===== config.mk =====
export PLATFORM = sky130hd
export DESIGN_NAME = motion_task_start_select
export DESIGN_NICKNAME = d
export VERILOG_FILES = /design/src/motion_start_pkg.sv /design/src/motion_task_start_select.sv /design/src/edge_sync.sv
export SDC_FILE = /design/constraint.sdc
export NUM_CORES = 1
export LEC_CHECK = 0
export ABC_AREA = 1
export BUFFER_PORTS_ARGS = -buffer_cell sky130_fd_sc_hd__buf_2
export CORE_MARGIN = 5
export CORE_UTILIZATION = 45
export CTS_CLUSTER_SIZE = 8
export DETAILED_ROUTE_END_ITERATION = 8
export GPL_TIMING_DRIVEN = 0
export PLACE_DENSITY = 0.79
export SYNTH_ARGS = -nofsm -noshare
export SYNTH_HDL_FRONTEND = slang
export SYNTH_SLANG_ARGS = --single-unit

===== constraint.sdc =====
create_clock -name mclk_i -period 1.8 [get_ports mclk_i]
set_input_delay 0.09 -clock mclk_i [delete_from_list [all_inputs] [get_ports mclk_i]]
set_output_delay 0.09 -clock mclk_i [all_outputs]
set_load 0.02 [all_outputs]

===== src/motion_start_pkg.sv =====
// Purpose: shared constants for the motion task start and select logic
// Assumes: one control clock at 250 MHz
// Notes:   input function codes match the drive configuration values
package motion_start_pkg;
	// ----------------------------------------------------------------
	// input function codes
	// ----------------------------------------------------------------
	localparam logic [7:0] FUNC_STANDARD_START = 8'h10; // value 16
	localparam logic [7:0] FUNC_NUMBERED_START = 8'h11; // value 17
	localparam logic [7:0] FUNC_LATCHED_START  = 8'h17; // value 23
	localparam logic [7:0] FUNC_TASK_NUM_BIT   = 8'h09; // value 9
	localparam logic [7:0] VALUE_REQUIRED      = 8'h00;
	localparam logic [7:0] HOME_METHOD_IMMED   = 8'h00;
	localparam logic       AUTO_HOME_ON        = 1'h1;
	localparam logic [7:0] ERR_NOT_HOMED       = 8'h09; // code n09
	localparam logic [7:0] ERR_NONE            = 8'h00;
	// ----------------------------------------------------------------
	// sizes and reset values
	// ----------------------------------------------------------------
	localparam int         NUM_IN              = 2;
	localparam int         TASK_BITS           = 8;
	localparam logic [7:0] TASK_RESET          = 8'h00;
endpackage : motion_start_pkg


===== src/motion_task_start_select.sv =====
// Purpose: start, cancel and select motion tasks and home moves
// Assumes: task selection and configuration inputs are stable
// Notes:   start, stop and home outputs are one-cycle pulses
`timescale 1ns/1ps

// Contract
// - standard start input: rising edge starts task, falling edge cancels it.
// - latched start: rising edge starts program, keeps running when input drops.
// - falling edge on another standard start input stops a latched program.
// - terminal or fieldbus stop command stops a latched program.
// - numbered start with all task-number bits zero performs a home move.
// - dedicated start with all eight task-number inputs low runs home move.
// - auto home on enable set to one homes whenever drive becomes enabled, except in a cycle where the editor halts a running program.
// - opening the graphical editor halts all executing motion tasks.
// - homing method zero sets reference immediately, no movement.
// - task requested before homing is refused with not-homed error.
module motion_task_start_select
	import motion_start_pkg::*;
(
	// clock and reset
	input  wire logic                 mclk_i,
	input  wire logic                 rst_n_i,
	// configurable digital inputs
	input  wire logic [NUM_IN-1:0]    din_i,
	input  wire logic [7:0]           din_func_i [NUM_IN],
	input  wire logic [7:0]           din_value_i [NUM_IN],
	// dedicated start and task number inputs
	input  wire logic                 dedicated_task_start_input_i,
	input  wire logic [TASK_BITS-1:0] task_number_bit_i,
	// drive state and configuration
	input  wire logic                 drive_enable_i,
	input  wire logic                 auto_home_on_enable_i,
	input  wire logic [7:0]           home_method_i,
	input  wire logic                 home_done_i,
	// stop sources and editor state
	input  wire logic                 terminal_stop_i,
	input  wire logic                 bus_stop_i,
	input  wire logic                 editor_open_i,
	// motion control outputs
	output logic                      task_start_o,
	output logic [TASK_BITS-1:0]      task_number_o,
	output logic                      task_cancel_o,
	output logic                      home_start_o,
	output logic                      set_ref_now_o,
	output logic                      program_running_o,
	output logic                      homed_o,
	output logic [7:0]                error_code_o
);
	// ----------------------------------------------------------------
	// input conditioning
	// ----------------------------------------------------------------
	localparam int NSRC = NUM_IN + 2;
	logic [NSRC-1:0] lvl;
	logic [NSRC-1:0] rise;
	logic [NSRC-1:0] fall;
	logic [NSRC-1:0] raw;

	assign raw = {drive_enable_i, dedicated_task_start_input_i, din_i};

	// one synchroniser per digital input, dedicated start input and drive enable
	for (genvar g = 0; g < NSRC; g++)
	begin : g_sync
		edge_sync u_sync (
			.mclk_i  (mclk_i),
			.rst_n_i (rst_n_i),
			.raw_i   (raw[g]),
			.level_o (lvl[g]),
			.rise_o  (rise[g]),
			.fall_o  (fall[g])
		);
	end

	// ----------------------------------------------------------------
	// state
	// ----------------------------------------------------------------
	typedef struct packed {
		logic                 start;
		logic [TASK_BITS-1:0] number;
		logic                 cancel;
		logic                 home;
		logic                 set_ref;
		logic                 running;
		logic                 homed;
		logic [7:0]           err;
	} ctl_s;

	ctl_s cur;
	ctl_s next_cur;

	// ----------------------------------------------------------------
	// decode of input events
	// ----------------------------------------------------------------
	logic std_rise;
	logic std_fall;
	logic lat_rise;
	logic num_rise;
	logic num_zero;
	logic home_req;
	logic task_req;
	logic stop_any;

	// classify edges by configured function of each input
	always_comb
	begin
		std_rise = 1'b0;
		std_fall = 1'b0;
		lat_rise = 1'b0;
		num_rise = 1'b0;
		num_zero = 1'b1;
		for (int i = 0; i < NUM_IN; i++)
		begin
			if (din_func_i[i] == FUNC_STANDARD_START &&
			    din_value_i[i] == VALUE_REQUIRED)
			begin
				std_rise = std_rise | rise[i];
				std_fall = std_fall | fall[i];
			end
			if (din_func_i[i] == FUNC_LATCHED_START &&
			    din_value_i[i] == VALUE_REQUIRED)
				lat_rise = lat_rise | rise[i];
			if (din_func_i[i] == FUNC_NUMBERED_START)
				num_rise = num_rise | rise[i];
			if (din_func_i[i] == FUNC_TASK_NUM_BIT && lvl[i])
				num_zero = 1'b0;
		end
	end

	// home and task requests from every source
	always_comb
	begin
		home_req = (num_rise & num_zero)
			| (rise[NUM_IN] & (task_number_bit_i == TASK_RESET))
			| (rise[NUM_IN+1] & (auto_home_on_enable_i == AUTO_HOME_ON));
		task_req = std_rise | lat_rise | (num_rise & ~num_zero)
			| (rise[NUM_IN] & (task_number_bit_i != TASK_RESET));
		stop_any = std_fall | terminal_stop_i | bus_stop_i;
	end

	// ----------------------------------------------------------------
	// next state
	// ----------------------------------------------------------------
	always_comb
	begin
		next_cur          = cur;
		next_cur.start    = 1'b0;
		next_cur.cancel   = 1'b0;
		next_cur.home     = 1'b0;
		next_cur.set_ref  = 1'b0;
		if (home_done_i)
			next_cur.homed = 1'b1;
		if (editor_open_i && cur.running)
		begin
			next_cur.cancel  = 1'b1;
			next_cur.running = 1'b0;
		end
		else if (home_req)
		begin
			if (home_method_i == HOME_METHOD_IMMED)
			begin
				next_cur.set_ref = 1'b1;
				next_cur.homed   = 1'b1;
			end
			else
				next_cur.home = 1'b1;
		end
		else if (task_req && !editor_open_i)
		begin
			if (!cur.homed)
				next_cur.err = ERR_NOT_HOMED;
			else
			begin
				next_cur.start   = 1'b1;
				next_cur.running = 1'b1;
				next_cur.err     = ERR_NONE;
				next_cur.number  = task_number_bit_i;
			end
		end
		else if (stop_any && cur.running)
		begin
			next_cur.cancel  = 1'b1;
			next_cur.running = 1'b0;
		end
	end

	// state register
	always_ff @(posedge mclk_i or negedge rst_n_i)
	begin
		if (!rst_n_i)
			cur <= '0;
		else
			cur <= next_cur;
	end

	// ----------------------------------------------------------------
	// outputs
	// ----------------------------------------------------------------
	assign task_start_o      = cur.start;
	assign task_number_o     = cur.number;
	assign task_cancel_o     = cur.cancel;
	assign home_start_o      = cur.home;
	assign set_ref_now_o     = cur.set_ref;
	assign program_running_o = cur.running;
	assign homed_o           = cur.homed;
	assign error_code_o      = cur.err;

	// ----------------------------------------------------------------
	// checks
	// ----------------------------------------------------------------
	a_latch_holds: assert property (@(posedge mclk_i) disable iff (!rst_n_i)
		(program_running_o && !stop_any && !editor_open_i && !home_req)
		|=> program_running_o) else $error("latched program dropped");
	a_stop_cancels: assert property (@(posedge mclk_i) disable iff (!rst_n_i)
		(program_running_o && !home_req && !task_req
		&& (terminal_stop_i || bus_stop_i))
		|=> task_cancel_o && !program_running_o) else $error("stop ignored");
	a_std_fall_stop: assert property (@(posedge mclk_i) disable iff (!rst_n_i)
		(program_running_o && std_fall && !home_req && !task_req)
		|=> task_cancel_o) else $error("falling edge did not cancel");
	a_editor_halts: assert property (@(posedge mclk_i) disable iff (!rst_n_i)
		(editor_open_i && program_running_o)
		|=> !program_running_o) else $error("editor did not halt tasks");
	a_not_homed: assert property (@(posedge mclk_i) disable iff (!rst_n_i)
		(task_req && !homed_o && !home_req && !editor_open_i
		&& !(editor_open_i && program_running_o))
		|=> error_code_o == ERR_NOT_HOMED && !task_start_o)
		else $error("unhomed task not refused");
	a_start_homed: assert property (@(posedge mclk_i) disable iff (!rst_n_i)
		task_start_o |-> $past(homed_o)) else $error("start while unhomed");
	a_immed_ref: assert property (@(posedge mclk_i) disable iff (!rst_n_i)
		set_ref_now_o |-> !home_start_o ##1 homed_o)
		else $error("immediate reference not set");
	a_home_dedic: assert property (@(posedge mclk_i) disable iff (!rst_n_i)
		(rise[NUM_IN] && task_number_bit_i == TASK_RESET
		&& !(editor_open_i && program_running_o))
		|=> home_start_o || set_ref_now_o) else $error("home not started");
	a_auto_home: assert property (@(posedge mclk_i) disable iff (!rst_n_i)
		(rise[NUM_IN+1] && auto_home_on_enable_i
		&& !(editor_open_i && program_running_o))
		|=> home_start_o || set_ref_now_o) else $error("auto home missed");
	a_num_home: assert property (@(posedge mclk_i) disable iff (!rst_n_i)
		(num_rise && num_zero && !(editor_open_i && program_running_o))
		|=> (home_start_o || set_ref_now_o) && !task_start_o)
		else $error("numbered home missed");
	a_std_start: assert property (@(posedge mclk_i) disable iff (!rst_n_i)
		(std_rise && homed_o && !home_req && !editor_open_i)
		|=> task_start_o) else $error("standard start missed");
endmodule : motion_task_start_select


===== src/edge_sync.sv =====
// Purpose: two-stage synchroniser with rising and falling edge pulses
// Assumes: raw input is asynchronous to mclk_i
// Notes:   first stage is read only by the second stage
`timescale 1ns/1ps
module edge_sync
	import motion_start_pkg::*;
(
	// clock and reset
	input  wire logic mclk_i,
	input  wire logic rst_n_i,
	// raw input
	input  wire logic raw_i,
	// conditioned outputs
	output logic      level_o,
	output logic      rise_o,
	output logic      fall_o
);
	typedef struct packed {
		logic meta;
		logic sync;
		logic prev;
		logic rise;
		logic fall;
	} edge_s;

	edge_s cur;
	edge_s next_cur;

	// next state: sync chain and edge compare of registered samples
	always_comb
	begin
		next_cur      = cur;
		next_cur.meta = raw_i;
		next_cur.sync = cur.meta;
		next_cur.prev = cur.sync;
		next_cur.rise = cur.sync & ~cur.prev;
		next_cur.fall = ~cur.sync & cur.prev;
	end

	// state register
	always_ff @(posedge mclk_i or negedge rst_n_i)
	begin
		if (!rst_n_i)
			cur <= '0;
		else
			cur <= next_cur;
	end

	assign level_o = cur.prev;
	assign rise_o  = cur.rise;
	assign fall_o  = cur.fall;

	a_rise_single: assert property (@(posedge mclk_i) disable iff (!rst_n_i)
		rise_o |=> !rise_o) else $error("rise pulse longer than one cycle");
	a_rise_cause: assert property (@(posedge mclk_i) disable iff (!rst_n_i)
		$rose(cur.sync) |=> rise_o) else $error("edge not detected");
endmodule : edge_sync


==> flow_summary.toml <==
[layout]
antenna_cells = 0
drive_above_1_share_pct = 32.5
fin_nets = 360
areaGrowthSynthToFinish_pct = 40.0

[global_route]
grt_overflow_total = 0
grt_pass1_wl_um = 6240
antenna_found_initial = 0
first_global_vias = 1483
grt_max_degree = 34
track_usage_pct = 15.7

[clock_network]
clk_latency_ps = 320
clock-sinks = 33
cts_buffer_depth = 2
clockRootBuffer = "clkbuf_4"
cts_tree = "yes"
htreeDepth = 2
ctsResizeCount = 0
post_cts_buffers = 0
numCtsBuffers = 5
clk_pin_slew_ps = 90

[critical_path]
crit_type = "input port to flop"
max_stage_delay_ps = 540
cp_top_family = "buffers and inverters"
critPathBufInv = 3
cp_data_arrival_time_ps = 1730
cp_data_required_time_ps = 2020
r2r_cells = 11
crit_path_end_kind = "flop"
crit_cells = 11
cp-start-kind = "input port"
crit_path_top_delay_cell = "dlygate4sd3_1"
path_cells = "dlygate4sd3_1 > buf_2 > nor2_1 > nand2_1 > o21ai_0 > nand3_1 > nor2_2 > nor2_4 > buf_6 > nand3_1 > nand2_1"
crit_fanout = 10

[outcome]
outcome = "completed"

[place]
gp_congestion = 0.840
dp_slack_ps = 333
numPortBuffers = 74
dp_hpwl_um = 2870

[logic_synthesis]
yosys_warnings = 0
ys_types = 21
syn_area_mm2 = 0.00160
synth-async-reset-ratio_pct = 100
seq_area_frac_synth_pct = 51.6
ys_ff_latch = 33
synth_edf_count = 0
synth_most_common_cell = "nand2_1"
ys_top_cells_by_count = "nand2_1 (52), nor2_1 (42), dfrtp_1 (33), inv_1 (33), nand3_1 (20)"
synth_top_area_share_pct = 51.6
netlist_instances = 206
avgSynthCellArea_um2 = 7.77
ys.flop_type = "dfrtp_1"
yosysTopAreaCell = "dfrtp_1"
synthTopCellsByArea = "dfrtp_1 (52%), nand2_1 (12%), nor2_1 (9.9%), inv_1 (7.7%), nand3_1 (6.3%)"

[floorplan]
die-area_mm2 = 0.00485
die_x_um = 69.6
die_h_um = 69.6
coreArea_mm2 = 0.00339
rows = 21
initial_core_util_pct = 47.2
pin_count = 81

[route]
routedWlPerCell_um = 10.3
route.detailed.drc = 0
drtIter0Drc = 45
vias_per_cell = 4.40
finalWirelength_um = 3570
vias = 1532
antenna_left = 0
drt-pass1-iter-count = 4

[sta]
slew_headroom_pct = 54.3
fmax_mhz = 662
fin_worst_skew_ps = 5.48
period_share_pct = 83.9
setup_viol = 0
fin_hold_ws_ps = 23.9
tightest_slew_ps = 685
maxSlewViolCount = 0
final.min_clock_period_ps = 1510
fin_ws_ps = 289
tns_ps = 0
grt_setup_unrepaired = "false"
hold_viol = 0

[pwr]
p_per_area_mw_per_mm2 = 854
leakagePower_uw = 0.00132
ir_drop_mv = 0.741

[job]
cap_viol_max_count = 0

[worst_hold_path]
hold_depth = 3
min_path_type = "input port to flop"
-- sequential cells by signal, indices dropped and copies added, names as in the netlist --
signal and cells:
g_sync.u_sync.level_o 4, error_code_o 1, home_start_o 1, task_cancel_o 1, program_running_o 1, homed_o 1
task_number_o 8, set_ref_now_o 1, task_start_o 1, g_sync.u_sync.cur 8, g_sync.u_sync.fall_o 2, g_sync.u_sync.rise_o 4
-- per-stage QoR --
stage	area [um^2]	utilization (%)	total power, uW	std cells
after global placement	2050	60.4	1240	331
after global routing	2240	66.1	2030	348
after CTS	2240	66.1	1930	348
final	2240	66.1	1910	348
after detailed placement	2050	60.4	1250	331
after floorplan	1620	-	1080	211
-- placed cells by master, fill, tap and decap left out --
cell / count
nand2_4: 1
conb_1: 6
nand4_1: 1
inv_1: 33
nor2_4: 1
nand3_1: 20
nor2_8: 1
nor2_2: 3
buf_6: 1
nand2_1: 52
a22oi_1: 1
buf_2: 74
a21oi_2: 1
nand3b_1: 1
o21ai_0: 1
bufinv_16: 2
nor3_1: 2
buf_4: 7
nand2_2: 1
dfrtp_1: 33
nor4_1: 2
a21oi_1: 1
nor2_1: 42
clkinv_2: 1
clkbuf_4: 5
dlygate4sd3_1: 9
-- where the power goes --
part / leakage, uW / switching (uW) / total (uW) / internal, uW
clock network: 0.0000552 / 238 / 668 / 430
logic: 0.000858 / 229 / 387 / 158
registers: 0.000407 / 43.2 / 858 / 815
-- final timing paths --
| check | startpoint | slack [ps] | endpoint |
|---|---|---|---|
| worst max-delay path | task_number_bit_i[1] | 290 | error_code_o[0] |
| worst min-delay path | task_number_bit_i[2] | 20 | task_number_o[2] |
| worst max register to register | g_sync[1].u_sync.level_o | 330 | task_number_o[2] |
| worst min register to register | g_sync[0].u_sync.cur[4] | 360 | g_sync[0].u_sync.cur[3] |
| max in group asynchronous | rst_n_i | 1020 | g_sync[1].u_sync.cur[3] |
| min in group asynchronous | rst_n_i | 340 | task_number_o[7] |
-- per-layer routing --
metal  up-vias  GRT usage [%]  wire length (um)
met5         -              0                 0
met4         0           5.11                41
met3         5           5.22               395
met2        64           26.3              1590
met1       660           18.9              1540
li1        803              -                 -
-- worst min-delay path, stage by stage --
cell	delay, ps
buf_2	90
nand3_1	70
nand2_1	70
-- kinds of logic after synthesis --
group / share of synthesized area [%]
compound gates: 1.64
buf+inv: 11.7
flops: 51.6
other cells: 0.234
simple gates: 34.8
-- cell type report --
cell class / count / area, um^2
fill: 296 / 1150
clock buffer: 5 / 37.5
timing repair buffer: 83 / 460
clock inverter: 3 / 65.1
sequential: 33 / 826
buffer: 8 / 63.8
inverter: 33 / 124
multi-input combinational: 137 / 606
tap: 46 / 57.6
-- repair_timing --
item | CTS | global route
endpoints found under the hold margin | 41 | 0
endpoints found under the setup margin | 0 | 0
hold buffers | 9 | 0
Power figures use the tool's default switching activity.
